$ cat config.mk
export PLATFORM = sky130hd
export DESIGN_NAME = tec_timer_pair
export DESIGN_NICKNAME = d
export VERILOG_FILES = /design/src/inc/tec_pkg.sv /design/src/hdl/tec_channel.sv /design/src/hdl/tec_timer_pair.sv
export VERILOG_INCLUDE_DIRS = /design/src /design/src/inc
export SDC_FILE = /design/constraint.sdc
export NUM_CORES = 1
export LEC_CHECK = 0
export BUFFER_PORTS_ARGS = -buffer_cell sky130_fd_sc_hd__buf_2
export CORE_MARGIN = 8
export CORE_UTILIZATION = 59
export DETAILED_ROUTE_END_ITERATION = 12
export GPL_ROUTABILITY_DRIVEN = 0
export MAX_ROUTING_LAYER = met4
export PLACE_DENSITY = 0.8
export SETUP_SLACK_MARGIN = 0.05
export SLEW_MARGIN = 20
export SYNTH_ARGS = -nofsm -noshare
export SYNTH_HDL_FRONTEND = slang
export SYNTH_SLANG_ARGS = --single-unit
$ cat constraint.sdc
create_clock -name clk_sys -period 2.9 [get_ports clk_sys]
set_input_delay 0.435 -clock clk_sys [delete_from_list [all_inputs] [get_ports clk_sys]]
set_output_delay 0.435 -clock clk_sys [all_outputs]
set_load 0.005 [all_outputs]
$ cat src/inc/tec_cfg.svh
// tec_cfg.svh: addresses, field positions, reset values and prescaler width
// assumes a 16-bit cpu memory address and 8-bit data
`ifndef TEC_CFG_SVH
`define TEC_CFG_SVH

// register addresses
`define TEC_ADDR_PORT5_DIR   16'hff25
`define TEC_ADDR_T0_COMPARE  16'hff2d
`define TEC_ADDR_T0_CLKSEL   16'hff2e
`define TEC_ADDR_T0_CTRL     16'hff2f
`define TEC_ADDR_T1_COMPARE  16'hff3d
`define TEC_ADDR_T1_CLKSEL   16'hff3e
`define TEC_ADDR_T1_CTRL     16'hff3f

// mode control and pin direction field positions
`define TEC_RUN_BIT          7
`define TEC_PWM_BIT          6
`define TEC_FF_SET_BIT       3
`define TEC_FF_CLEAR_BIT     2
`define TEC_INV_POL_BIT      1
`define TEC_OE_BIT           0
`define TEC_PIN0_DIR_BIT     0

// writable masks
`define TEC_T0_CTRL_MASK     8'hc3
`define TEC_T1_CTRL_MASK     8'hc0
`define TEC_PORT5_DIR_MASK   8'h19
`define TEC_CLKSEL_MASK      8'h07

// reset values
`define TEC_PORT5_DIR_RESET  8'hff
`define TEC_CTRL_RESET       8'h00
`define TEC_COMPARE_RESET    8'h00
`define TEC_CLKSEL_RESET     8'h00

// prescaler width, enough for the longest division by 2^13
`define TEC_PRESCALE_W       13
`endif

$ cat src/inc/tec_pkg.sv
// tec_pkg: shared types of the timer/event counter block
// assumes tec_cfg.svh is on the include path
package tec_pkg;
    typedef logic [7:0]  tec_byte_t;
    typedef logic [2:0]  tec_clksel_t;
    typedef enum logic [1:0] {
        TEC_FF_KEEP,
        TEC_FF_CLEAR,
        TEC_FF_SET,
        TEC_FF_BAD
    } tec_ff_cmd_t;
endpackage : tec_pkg

$ cat src/hdl/tec_channel.sv
// tec_channel: one 8-bit count register with compare match and overflow
// assumes tick is a one-cycle count clock pulse in the clk_sys domain
`timescale 1ns/1ps
`default_nettype none
module tec_channel (
    // clock and reset
    input  wire logic            clk_sys,
    input  wire logic            reset,
    // control
    input  wire logic            run,
    input  wire logic            pwm,
    input  wire logic            tick,
    input  wire tec_pkg::tec_byte_t compare,
    // status
    output var  tec_pkg::tec_byte_t count_reg,
    output var  logic            match_reg,
    output var  logic            overflow_reg
);
    import tec_pkg::*;

    logic hit;
    assign hit = (count_reg == compare);

    // count register: cleared while stopped, cleared on match outside pwm
    always_ff @(posedge clk_sys or posedge reset) begin
        if (reset) begin
            count_reg <= 8'h00;
        end else if (!run) begin
            count_reg <= 8'h00;
        end else if (tick) begin
            if (!pwm && hit) begin
                count_reg <= 8'h00;
            end else begin
                count_reg <= count_reg + 8'h01;
            end
        end
    end

    // one-cycle match and overflow pulses on the counting tick
    always_ff @(posedge clk_sys or posedge reset) begin
        if (reset) begin
            match_reg    <= 1'b0;
            overflow_reg <= 1'b0;
        end else begin
            match_reg    <= run && tick && hit;
            overflow_reg <= run && tick && pwm && (count_reg == 8'hff);
        end
    end
endmodule : tec_channel
`default_nettype wire

$ cat src/hdl/tec_timer_pair.sv
// tec_timer_pair: two 8-bit timers, timer0 also an event counter, with cpu-mapped registers
// assumes cpu strobes and the event pin are synchronous to clk_sys
`timescale 1ns/1ps
`default_nettype none
`include "tec_cfg.svh"
// Behaviour
// - run bit 7 low clears and stops the counter; high starts counting
// - mode bit 6: 0 clear on compare match, 1 free-running pwm
// - timer0 set/clear pair: 00 keep, 01 clear, 10 set, 11 prohibited
// - set/clear pair acts only outside pwm mode
// - set/clear bits always read back as zero
// - bit 1: inversion enable outside pwm, output polarity inside pwm
// - output enable bit 0 low forces timer output low
// - clearing run in pwm mode forces the pulse inactive
// - output settings reach the pin even while stopped
// - pin0 direction bit: 0 output buffer on, 1 input; resets to ff
// - compare match outside pwm clears counter, counting continues, match request raised
// - event mode counts event pin falling (select 0) or rising (select 1)
// - toggle on each match gives a 50 percent square wave
module tec_timer_pair (
    // clock and reset
    input  wire logic            clk_sys,
    input  wire logic            reset,
    // cpu memory access
    input  wire logic [15:0]     cpu_addr,
    input  wire logic            cpu_wr,
    input  wire logic            cpu_rd,
    input  wire tec_pkg::tec_byte_t cpu_wdata,
    output var  tec_pkg::tec_byte_t cpu_rdata,
    // shared pin
    input  wire logic            t0_event_pin,
    input  wire logic            pin0_latch,
    output var  logic            t0_out_pin,
    output var  logic            pin0_oe,
    // match requests
    output var  logic            t0_match_irq,
    output var  logic            t1_match_irq
);
    import tec_pkg::*;

    tec_byte_t   port5_direction_reg;
    tec_byte_t   timer0_mode_control_reg;
    tec_byte_t   timer1_mode_control_reg;
    tec_byte_t   t0_compare_reg;
    tec_byte_t   t1_compare_reg;
    tec_clksel_t t0_clock_select_reg;
    tec_clksel_t t1_clock_select_reg;
    logic [`TEC_PRESCALE_W-1:0] prescale_reg;
    logic        event_prev_reg;
    logic        out_ff_reg;
    logic        pwm_active_reg;
    logic        t0_tick;
    logic        t1_tick;
    logic        t0_match;
    logic        t1_match;
    logic        t0_overflow;
    logic        t0_run;
    logic        t1_run;
    logic        t0_pwm_select;
    logic        t1_pwm_select;
    logic        t0_invert_or_polarity;
    logic        t0_output_enable;
    logic        ctrl0_wr;
    logic        out_raw;
    tec_ff_cmd_t ff_cmd;
    tec_byte_t   t0_count;
    tec_byte_t   t1_count;

    // control fields
    assign t0_run                = timer0_mode_control_reg[`TEC_RUN_BIT];
    assign t1_run                = timer1_mode_control_reg[`TEC_RUN_BIT];
    assign t0_pwm_select         = timer0_mode_control_reg[`TEC_PWM_BIT];
    assign t1_pwm_select         = timer1_mode_control_reg[`TEC_PWM_BIT];
    assign t0_invert_or_polarity = timer0_mode_control_reg[`TEC_INV_POL_BIT];
    assign t0_output_enable      = timer0_mode_control_reg[`TEC_OE_BIT];
    assign ctrl0_wr              = cpu_wr && (cpu_addr == `TEC_ADDR_T0_CTRL);
    assign ff_cmd = tec_ff_cmd_t'({cpu_wdata[`TEC_FF_SET_BIT], cpu_wdata[`TEC_FF_CLEAR_BIT]});

    // register writes; set/clear bits are not stored
    always_ff @(posedge clk_sys or posedge reset) begin
        if (reset) begin
            port5_direction_reg     <= `TEC_PORT5_DIR_RESET;
            timer0_mode_control_reg <= `TEC_CTRL_RESET;
            timer1_mode_control_reg <= `TEC_CTRL_RESET;
            t0_compare_reg          <= `TEC_COMPARE_RESET;
            t1_compare_reg          <= `TEC_COMPARE_RESET;
            t0_clock_select_reg     <= 3'h0;
            t1_clock_select_reg     <= 3'h0;
        end else if (cpu_wr) begin
            unique case (cpu_addr)
                `TEC_ADDR_PORT5_DIR: begin
                    port5_direction_reg <= (cpu_wdata & `TEC_PORT5_DIR_MASK) | 8'he6;
                end
                `TEC_ADDR_T0_CTRL: begin
                    timer0_mode_control_reg <= cpu_wdata & `TEC_T0_CTRL_MASK;
                end
                `TEC_ADDR_T1_CTRL: begin
                    timer1_mode_control_reg <= cpu_wdata & `TEC_T1_CTRL_MASK;
                end
                `TEC_ADDR_T0_COMPARE: t0_compare_reg <= cpu_wdata;
                `TEC_ADDR_T1_COMPARE: t1_compare_reg <= cpu_wdata;
                `TEC_ADDR_T0_CLKSEL: t0_clock_select_reg <= cpu_wdata[2:0];
                `TEC_ADDR_T1_CLKSEL: t1_clock_select_reg <= cpu_wdata[2:0];
                default: ;
            endcase
        end
    end

    // registered read data; unmapped addresses read zero
    always_ff @(posedge clk_sys or posedge reset) begin
        if (reset) begin
            cpu_rdata <= 8'h00;
        end else if (cpu_rd) begin
            unique case (cpu_addr)
                `TEC_ADDR_PORT5_DIR:  cpu_rdata <= port5_direction_reg & `TEC_PORT5_DIR_MASK;
                `TEC_ADDR_T0_CTRL:    cpu_rdata <= timer0_mode_control_reg;
                `TEC_ADDR_T1_CTRL:    cpu_rdata <= timer1_mode_control_reg;
                `TEC_ADDR_T0_COMPARE: cpu_rdata <= t0_compare_reg;
                `TEC_ADDR_T1_COMPARE: cpu_rdata <= t1_compare_reg;
                `TEC_ADDR_T0_CLKSEL:  cpu_rdata <= {5'h00, t0_clock_select_reg};
                `TEC_ADDR_T1_CLKSEL:  cpu_rdata <= {5'h00, t1_clock_select_reg};
                default:              cpu_rdata <= 8'h00;
            endcase
        end
    end

    // free-running prescaler and event pin history
    always_ff @(posedge clk_sys or posedge reset) begin
        if (reset) begin
            prescale_reg   <= '0;
            event_prev_reg <= 1'b0;
        end else begin
            prescale_reg   <= prescale_reg + 1'b1;
            event_prev_reg <= t0_event_pin;
        end
    end

    // tick when the low k prescaler bits are all ones: divide by 2^k
    function automatic logic div_tick(input logic [`TEC_PRESCALE_W-1:0] p, input int k);
        logic [`TEC_PRESCALE_W-1:0] m;
        m = `TEC_PRESCALE_W'((1 << k) - 1);
        return (p & m) == m;
    endfunction

    // timer0 count clock, including event pin edges
    always_comb begin
        unique case (t0_clock_select_reg)
            3'h0: t0_tick = event_prev_reg && !t0_event_pin;
            3'h1: t0_tick = !event_prev_reg && t0_event_pin;
            3'h2: t0_tick = div_tick(prescale_reg, 1);
            3'h3: t0_tick = div_tick(prescale_reg, 2);
            3'h4: t0_tick = div_tick(prescale_reg, 4);
            3'h5: t0_tick = div_tick(prescale_reg, 6);
            3'h6: t0_tick = div_tick(prescale_reg, 8);
            3'h7: t0_tick = div_tick(prescale_reg, 13);
        endcase
    end

    // timer1 count clock; prohibited selections give no tick
    always_comb begin
        unique case (t1_clock_select_reg)
            3'h2:    t1_tick = div_tick(prescale_reg, 1);
            3'h3:    t1_tick = div_tick(prescale_reg, 5);
            3'h4:    t1_tick = div_tick(prescale_reg, 7);
            3'h5:    t1_tick = div_tick(prescale_reg, 10);
            3'h6:    t1_tick = div_tick(prescale_reg, 13);
            default: t1_tick = 1'b0;
        endcase
    end

    tec_channel u_t0 (
        .clk_sys      (clk_sys),
        .reset        (reset),
        .run          (t0_run),
        .pwm          (t0_pwm_select),
        .tick         (t0_tick),
        .compare      (t0_compare_reg),
        .count_reg    (t0_count),
        .match_reg    (t0_match),
        .overflow_reg (t0_overflow)
    );

    tec_channel u_t1 (
        .clk_sys      (clk_sys),
        .reset        (reset),
        .run          (t1_run),
        .pwm          (t1_pwm_select),
        .tick         (t1_tick),
        .compare      (t1_compare_reg),
        .count_reg    (t1_count),
        .match_reg    (t1_match),
        .overflow_reg ()
    );

    // timer0 output flip-flop: software set/clear, toggle on match
    always_ff @(posedge clk_sys or posedge reset) begin
        if (reset) begin
            out_ff_reg <= 1'b0;
        end else if (ctrl0_wr && !cpu_wdata[`TEC_PWM_BIT]
                     && (ff_cmd == TEC_FF_SET || ff_cmd == TEC_FF_CLEAR)) begin
            // only a real set/clear write may override a match toggle
            unique case (ff_cmd)
                TEC_FF_CLEAR: out_ff_reg <= 1'b0;
                TEC_FF_SET:   out_ff_reg <= 1'b1;
                default:      out_ff_reg <= out_ff_reg;
            endcase
        end else if (t0_match && !t0_pwm_select && t0_invert_or_polarity) begin
            out_ff_reg <= !out_ff_reg;
        end
    end

    // pwm pulse: active from overflow to match, inactive when stopped
    always_ff @(posedge clk_sys or posedge reset) begin
        if (reset) begin
            pwm_active_reg <= 1'b0;
        end else if (!t0_run || !t0_pwm_select) begin
            pwm_active_reg <= 1'b0;
        end else if (t0_match) begin
            pwm_active_reg <= 1'b0;
        end else if (t0_overflow) begin
            pwm_active_reg <= 1'b1;
        end
    end

    // select flip-flop or polarised pulse, regardless of run
    assign out_raw = t0_pwm_select ? (pwm_active_reg ^ t0_invert_or_polarity)
                                   : out_ff_reg;

    // registered pin outputs and match requests
    always_ff @(posedge clk_sys or posedge reset) begin
        if (reset) begin
            t0_out_pin   <= 1'b0;
            pin0_oe      <= 1'b0;
            t0_match_irq <= 1'b0;
            t1_match_irq <= 1'b0;
        end else begin
            t0_out_pin   <= (t0_output_enable && out_raw) | pin0_latch;
            pin0_oe      <= !port5_direction_reg[`TEC_PIN0_DIR_BIT];
            t0_match_irq <= t0_match && !t0_pwm_select;
            t1_match_irq <= t1_match && !t1_pwm_select;
        end
    end
endmodule : tec_timer_pair
`default_nettype wire

# After elaboration in Yosys (flattened, before gate mapping)
# Cells that the tools add are included.
# Widths: inputs -> output; s select.
# totals
regBits,78
output_inout_bits,12
wordCells,115
# classes
add_sub_neg,3
n_eq_ne,35
muxes,16
n_bitwise,2
n_reduce_logical,38
# op_table
operator,n
$eq 16x16->1 const B,7
$pmux 8 s7,1
$mux 8,6
$eq 3x3->1 const B,7
$logic_and 1x1->1,17
$add 8x1->8 const B,2
$eq 8x8->1,2
$eq 8x8->1 const B,2
$reduce_and 2->1,8
$add 13x1->13 const B,1
$eq 13x13->1 const B,1
$eq 3x2->1 const B,4
$eq 10x10->1 const B,1
$logic_not 1->1,8
$pmux 1 s8,1
$eq 7x7->1 const B,1
$eq 6x6->1 const B,1
$mux 1,6
$eq 5x5->1 const B,1
$pmux 1 s5,1
$eq 2x2->1 const B,2
$eq 4x4->1 const B,1
$ne 2x1->1 const B,2
$eq 3x1->1 const B,1
other kinds (9),10

# Logic depth before layout (Yosys ltp)
# Gate-level depths: netlist of the first run.
# logic_depth
word_depth,6
depth_mapped,9
mapped_depth_nobuf,9

# Modules after synthesis
# From an unflattened synthesis of the first run, not the netlist that was laid out.
# unflattened
cells_unflattened,395
hier_area_um2,4232.8
# by_module_without_submodules
mod,instances,cells_per_inst,area_each_um2,seq_area_each_um2
tec_timer_pair,1,249,2914.0,1480.2
tec_channel,2,73,659.4,250.2

# Least setup slack after synthesis of the first run
# Ideal clock, no wire load.
# synth_timing
kind,register to register
start,register prescale_reg[0]
end,register u_t1.count_reg[0]
arrival_ps,1841
required_ps,2823
slack_ps,981
path_stages_with_launch,10
n_path_buf,0
period_less_slack_ps,1919
cell_sequence,dfrtp_1 -> ha_1 -> nand3_2 -> inv_1 -> ha_1 -> nor2b_1 -> o21ai_0 -> a21oi_1 -> o21ai_0 -> a21oi_1
# synth_between
elab_chain_len,3
elab_cells_between_ends,6
cone_classes,eq/ne (5); mux (1)
# synth_rtl
item,line,rtl
start: declaration,tec_timer_pair.sv:48,logic [`TEC_PRESCALE_W-1:0] prescale_reg;
start signal: assignment,tec_timer_pair.sv:133,prescale_reg <= prescale_reg + 1'b1;
"$eq 13x13->1, or another cell as far along",tec_timer_pair.sv:142,return (p & m) == m;
$pmux 1 s5 (*),tec_timer_pair.sv:161,unique case (t1_clock_select_reg)
$ne 2x1->1 (no line) (*),-,
end signal: assignment,tec_channel.sv:34,count_reg <= count_reg + 8'h01;
end: declaration,tec_channel.sv:15,"output var tec_pkg::tec_byte_t count_reg,"
# Mark *: on every way between the ends. The rest lies on a longest branch, timed or not.
# A chain may end at the register's enable or synchronous reset.

# Worst setup path in the final report of the first run
# layout_timing
start,register prescale_reg[0]
end,register u_t1.count_reg[1]
# The elaborated chain is that of the path after synthesis.

==> results.md, run 1 <==
- Status: complete, no violations
- Worst IR drop on VDD: 288.0 uV
- Cell with the most instances after synthesis: dfrtp_1
- Cell taking the most area after synthesis: dfrtp_1
- First-pass GRT wire length: 15180 um
- Pin count of the biggest net entering global routing: 54
- Syn Inst Count: 358
- Kind of critical path: flip-flop to flip-flop
- Final antenna-violating net count: 0
- Initial Util: 61.58%
- CTS buffer count: 9
- Worst-Skew Late Latency: 0.35 ns
- Synth warn: 0
- Critical Path RT: 3.18 ns
- Fin crit share: 82.07%
- Syn nets: 393
- Clk buf depth: 2
- Critical path's largest stage delay: 0.61 ns
- Initial DRC count: 188
- Hpwl dp: 6420 um
- Share of the synthesized area in the top cell type: 47.73%
- Register bit total from synthesis: 78
- Netlist cell types: 54
- # fillers: 473
- Vias/cell: 6.167
- MaxCap Viol Count: 0
- Number of enable flip-flop cells after synthesis: 0
- Register area share after synthesis: 49.73%
- Initial antenna violation count: 0
- Setup TNS: 0 ns
- Final instance area: 4425 sq um
- Crit path max-delay cell type: a21oi_1
- Avg WL per Cell: 18.40 um
- Share of cells above drive strength 1: 25.31%
- Sink Count: 78
- Horiz. Die Dim: 97.64 um
- Final number of hold-violating endpoints: 0
- Final net count: 437
- Root Driver: clkbuf_8
- Leakage power: 2.140 nW
- Mapped cell area: 3933 sq um
- GR Util All Layers: 19.70%
- Seq. cell area: 1956 sq um
- Synth top cells by count: dfrtp_1 (75), mux2_2 (31), nand2_1 (30)
- Async SR Flop Fraction: 100.0%
- IO Pins: 42
- Max-Slew Margin vs Limit: 49.51%
- Setup violations, final: 0
- DRC: 0
- N_diodes: 0
- GRT overflow: 0
- RSZ-0062 raised after global routing: no
- Worst min path class: input pin to asynchronous set/reset pin
- Final min period: 2.380 ns
- Die Y: 97.64 um
- Core footprint: 6386 sq um
- Port Buffers: 41
- 1st-pass router iterations: 5
- Most used DFF post-synth: dfrtp_1
- # resized after CTS: 0
- TritonCTS clock tree: built
- Cts hold-fix bufs: 0
- Worst-path clk slew: 0.08 ns
- Pins Over Slew Limit: 0
- Vias: 2985
- Syn-to-layout area delta: 12.54%
- Post-CTS Setup Inserts: 0
- CTS H-tree depth: 3
- Worst-path cell chain: ha_1 > nand3_2 > inv_1 > ha_1 > nor2b_1 > o21ai_0 > a21oi_1 > o21ai_0 > a21oi_1
- Maximum achievable frequency: 420.2 MHz
- # rows: 29
- Synth top area cells: dfrtp_1 (48%), mux2_2 (8.9%), xor2_1 (4.9%), nand2_1 (2.9%), dfstp_2 (2.0%)
- Area of the multi-input gates: 1861 sq um
- Avg Cell Area, Syn: 10.98 sq um
- Routed WL: 8908 um
- CP bufs+invs: 1
- CP max FO: 9
- P per Cell Area: 452.1 nW/um^2
- Critical Path AT: 2.66 ns
- Dpl cell area: 4224 sq um
- Post-layout util: 69.30%
- Worst Setup End Kind: flip-flop
- Layout Skew: 0.01510 ns
- CP Launch Type: flip-flop
- Largest delay contributor family on the critical path: compound AO/OA/AOI/OAI gates
- Die area: 9534 sq um
- Max reg flops: 13
- Worst-margin pin slew: 0.7574 ns
- Vias in the first global route: 3068
where the power goes:
group	switching (W)	total [W]	internal (W)
logic	0.0000556	0.0000856	0.0000300
clock network	0.000382	0.000826	0.000444
registers	0.000000665	0.00109	0.00109
total	0.000438	0.00200	0.00156
kinds of logic (layout without fill, tap and decap cells):
group | Yosys count | count (layout) | share of synthesized area, %
AOI/OAI and AO/OA | 76 | 76 | 14.48
xor gates and xnor gates | 28 | 28 | 6.236
adders and majority gates | 5 | 5 | 1.591
buffers and inverters | 30 | 79 | 2.959
DFF | 78 | 78 | 49.73
muxes | 31 | 31 | 8.877
and+or+nand+nor | 110 | 110 | 16.13
layout by cell type (no fill, tap or decap), types with 11 or more instances in the layout:
| cell type | count |
|---|---|
| mux2_2 | 31 |
| nand2_1 | 30 |
| buf_2 | 41 |
| nand3_1 | 14 |
| clkbuf_8 | 11 |
| dfrtp_1 | 75 |
| nor2_1 | 13 |
| inv_1 | 18 |
| xor2_1 | 22 |
final timing paths:
kind	slack, ns	from	to	cells after the start
worst max register to register	0.52	prescale_reg[0]$_DFF_PP0_	u_t1.count_reg[1]$_DFFE_PP0P_	9
worst min-delay path	0.14	reset	u_t0.count_reg[2]$_DFFE_PP0P_	2
worst min register to register	0.42	u_t0.match_reg$_DFF_PP0_	pwm_active_reg$_DFFE_PP0P_	1
max in group asynchronous	2.09	reset	t0_clock_select_reg[0]$_DFFE_PP0P_	3
worst max-delay path	0.52	prescale_reg[0]$_DFF_PP0_	u_t1.count_reg[1]$_DFFE_PP0P_	9
min in group clk_sys	0.24	t0_event_pin	event_prev_reg$_DFF_PP0_	1
area by class of cell:
| type | instances | area share, % |
|---|---|---|
| repair buffers | 44 | 5.428 |
| inverters | 19 | 1.612 |
| clock buffers | 13 | 3.591 |
| flip-flops and latches | 78 | 44.19 |
| well taps | 77 | 2.177 |
| clock inverters | 3 | 0.9613 |
| multi-input cells | 250 | 42.04 |
per-layer routing:
metal  GRT usage [%]  wire (um)
met3           4.979        549
met1           24.76       3906
met4           7.809        174
met2           29.75       4278
met5               -          0
per-stage QoR:
stage / power, W / setup slack, ns / cells / hold slack [ns]
6_report: 0.002001 / 0.5200 / 484 / 0.1425
5_1_grt: 0.002067 / 0.3007 / 484 / 0.1783
4_1_cts: 0.002015 / 0.5483 / 484 / 0.1426
3_5_place_dp: 0.001197 / 0.5962 / 468 / 0.4117
3_3_place_gp: 0.001195 / 0.7481 / 468 / 0.3985
2_1_floorplan: 0.001152 / 0.4749 / 358 / 0.3954
Power figures use the tool's default switching activity.
==> run 2: changes to the inputs <==
Settings changed: CORE_UTILIZATION 59 to 53, PLACE_DENSITY 0.8 to 0.76.
Clock period 2.9 ns to 2.05 ns, I/O delays scaled along.
==> run 2 against run 1 <==
Compared with the run above: cell count grew 8.3%; die area is 9.4% higher; maximum frequency rose by 23%; critical path type unchanged; flip-flop and latch count is the same; register-to-register slack lost 0.41 ns; final area is 6.1% higher; sequential share of layout area decreased by 2.6 points; largest cell class is now multi-input gates; combinational power rose by 51%; clock skew shrank 0.0068 ns; sequential power rose by 41%; via count up 5.8%; worst hold slack worse by 0.093 ns.
==> results.md, run 2 (same netlist as run 1, synthesis figures left out) <==
- Max-Slew Margin vs Limit: 54.52%
- Kind of critical path: flip-flop to flip-flop
- CP Launch Type: flip-flop
- Worst Setup End Kind: flip-flop
- IO Pins: 42
- Pins Over Slew Limit: 0
- Worst-path clk slew: 0.08 ns
- Sw Ratio: 22.93%
- Maximum achievable frequency: 515.0 MHz
- P per Cell Area: 611.6 nW/um^2
- Part of the power in registers: 53.6%
- Critical path's largest stage delay: 0.44 ns
- Root Driver: clkbuf_8
- Die Y: 102.1 um
- DRC: 0
- Pin count of the biggest net entering global routing: 79
- Worst min path class: input pin to asynchronous set/reset pin
- Worst IR drop on VDD: 489.1 uV
- Cell internal pwr: 0.002214 W
- N_diodes: 0
- Worst-margin pin slew: 0.6791 ns
- End of the worst register-to-register path: u_t0.count_reg[7]$_DFFE_PP0P_
- Horiz. Die Dim: 102.1 um
- GR Util All Layers: 19.38%
- Final instance area: 4697 sq um
- R2R Setup Slk: 0.11 ns
- Critical Path AT: 2.19 ns
- Worst-Skew Late Latency: 0.36 ns
- Critical Path RT: 2.29 ns
- Final antenna-violating net count: 0
- Commonest non-fill, non-tap cell in the layout: dfrtp_1
- Final number of hold-violating endpoints: 0
- # fillers: 578
- Crit path max-delay cell type: dfrtp_1
- Core footprint: 7214 sq um
- Setup TNS: 0 ns
- Clk buf depth: 2
- First-pass GRT wire length: 15110 um
- Dpl cell area: 4360 sq um
- CP bufs+invs: 0
- Initial Util: 54.51%
- Port Buffers: 41
- Switching power: 0.0006588 W
- Initial antenna violation count: 0
- Routed WL: 9777 um
- CTS H-tree depth: 3
- Final net count: 455
- Vias in the first global route: 3026
- Initial DRC count: 235
- Layout Skew: 0.008305 ns
- Largest delay contributor family on the critical path: simple AND/OR/NAND/NOR gates
- Worst reg2reg startpoint: u_t0.count_reg[0]$_DFFE_PP0P_
- Syn-to-layout area delta: 19.44%
- Comb power frac: 4.5%
- Status: complete, no violations
- CP max FO: 5
- Setup violations, final: 0
- 1st-pass router iterations: 5
- Max reg flops: 13
- Vias/cell: 6.029
- Vias: 3159
- Final min period: 1.942 ns
- CTS buffer count: 9
- Reg2Reg Depth: 5
- TritonCTS clock tree: built
- Power share of the clock group: 41.9%
- Share of cells above drive strength 1: 30.82%
- Sink Count: 78
- Post-layout util: 65.11%
- Leakage power: 2.257 nW
- Hpwl dp: 6802 um
- Worst-path cell chain: xor2_1 > nor4_4 > nand3b_1 > a211o_1 > a32o_1
- GRT overflow: 0
- Commonest cells after routing, fill and taps aside: dfrtp_1 (75), buf_2 (41), mux2_2 (31), nand2_1 (30), xor2_1 (22)
- Avg WL per Cell: 18.66 um
- RSZ-0062 raised after global routing: yes
- Die area: 10430 sq um
- # rows: 31
- Fin crit share: 94.72%
- MaxCap Viol Count: 0
run 2: cell types whose count changed in the layout (fill, tap and decap cells not counted), moves of 2 or more:
cell	previous run	this run
o32ai_1	5	3
nor4_4	0	2
buf_4	2	19
o32ai_2	0	2
a211oi_1	8	5
clkbuf_1	2	0
nand3_4	0	2
a211oi_2	0	3
run 2: timing repair:
item                                    in CTS  in global routing
cloned                                       0                  1
hold buffers                                 0                  0
pin swaps                                    0                  2
endpoints found under the setup margin       2                 14
buffers inserted                             0                  3
endpoints found under the hold margin        0                  0
resized for setup                            2                 14
run 2: layout make-up:
| cell class | count | area, sq um | area share [%] |
|---|---|---|---|
| Multi-Input combinational cell | 251 | 1967 | 41.88 |
| Inverter | 19 | 75.07 | 1.598 |
| Sequential cell | 78 | 1956 | 41.64 |
| Clock inverter | 5 | 56.30 | 1.199 |
| Tap cell | 99 | 123.9 | 2.637 |
| Clock buffer | 11 | 151.4 | 3.223 |
| Timing Repair Buffer | 61 | 367.9 | 7.832 |
run 2: worst max path at each step:
stage                                  startpoint                       endpoint  slack, ns  cells after the start
global placement        prescale_reg[1]$_DFF_PP0_  u_t1.count_reg[7]$_DFFE_PP0P_       0.11                      9
detailed placement      prescale_reg[1]$_DFF_PP0_  u_t1.count_reg[7]$_DFFE_PP0P_      0.003                      9
global route            prescale_reg[1]$_DFF_PP0_  u_t1.count_reg[7]$_DFFE_PP0P_       0.02                     10
finish              u_t0.count_reg[0]$_DFFE_PP0P_  u_t0.count_reg[7]$_DFFE_PP0P_       0.11                      5
floorplan               prescale_reg[0]$_DFF_PP0_  u_t1.count_reg[0]$_DFFE_PP0P_       0.13                      9
CTS                     prescale_reg[1]$_DFF_PP0_  u_t1.count_reg[7]$_DFFE_PP0P_       0.06                      9
run 2: layer usage:
layer,vias up,wire length [um],track usage (%)
met5,-,0,-
met4,0,197,7.111
met3,18,639,4.019
met2,129,4566,28.89
met1,1562,4374,25.48
li1,1450,-,-
run 2: power groups by stage:
stage               Sequential [W]  Combinational, W  Clock (W)
finish                     0.00154          0.000129    0.00120
global route               0.00154          0.000142    0.00129
CTS                        0.00154          0.000128    0.00121
detailed placement         0.00157          0.000128          0
global placement           0.00157          0.000126          0
floorplan                  0.00157         0.0000593          0
run 2: worst min-delay path, stage by stage:
cell	delay, ns
buf_2	0.11
clkinvlp_4	0.07
buf_12	0.33
run 2: per-stage QoR:
| stage | worst slack [ns] | hold slack, ns | power, W | instances |
|---|---|---|---|---|
| 2_1_floorplan | 0.1314 | 0.3389 | 0.001631 | 358 |
| 3_3_place_gp | 0.1080 | 0.4017 | 0.001697 | 504 |
| 3_5_place_dp | 0.003151 | 0.4105 | 0.001699 | 504 |
| 4_1_cts | 0.06219 | 0.07817 | 0.002880 | 520 |
| 5_1_grt | 0.01598 | 0.06753 | 0.002972 | 524 |
| 6_report | 0.1083 | 0.04940 | 0.002873 | 524 |
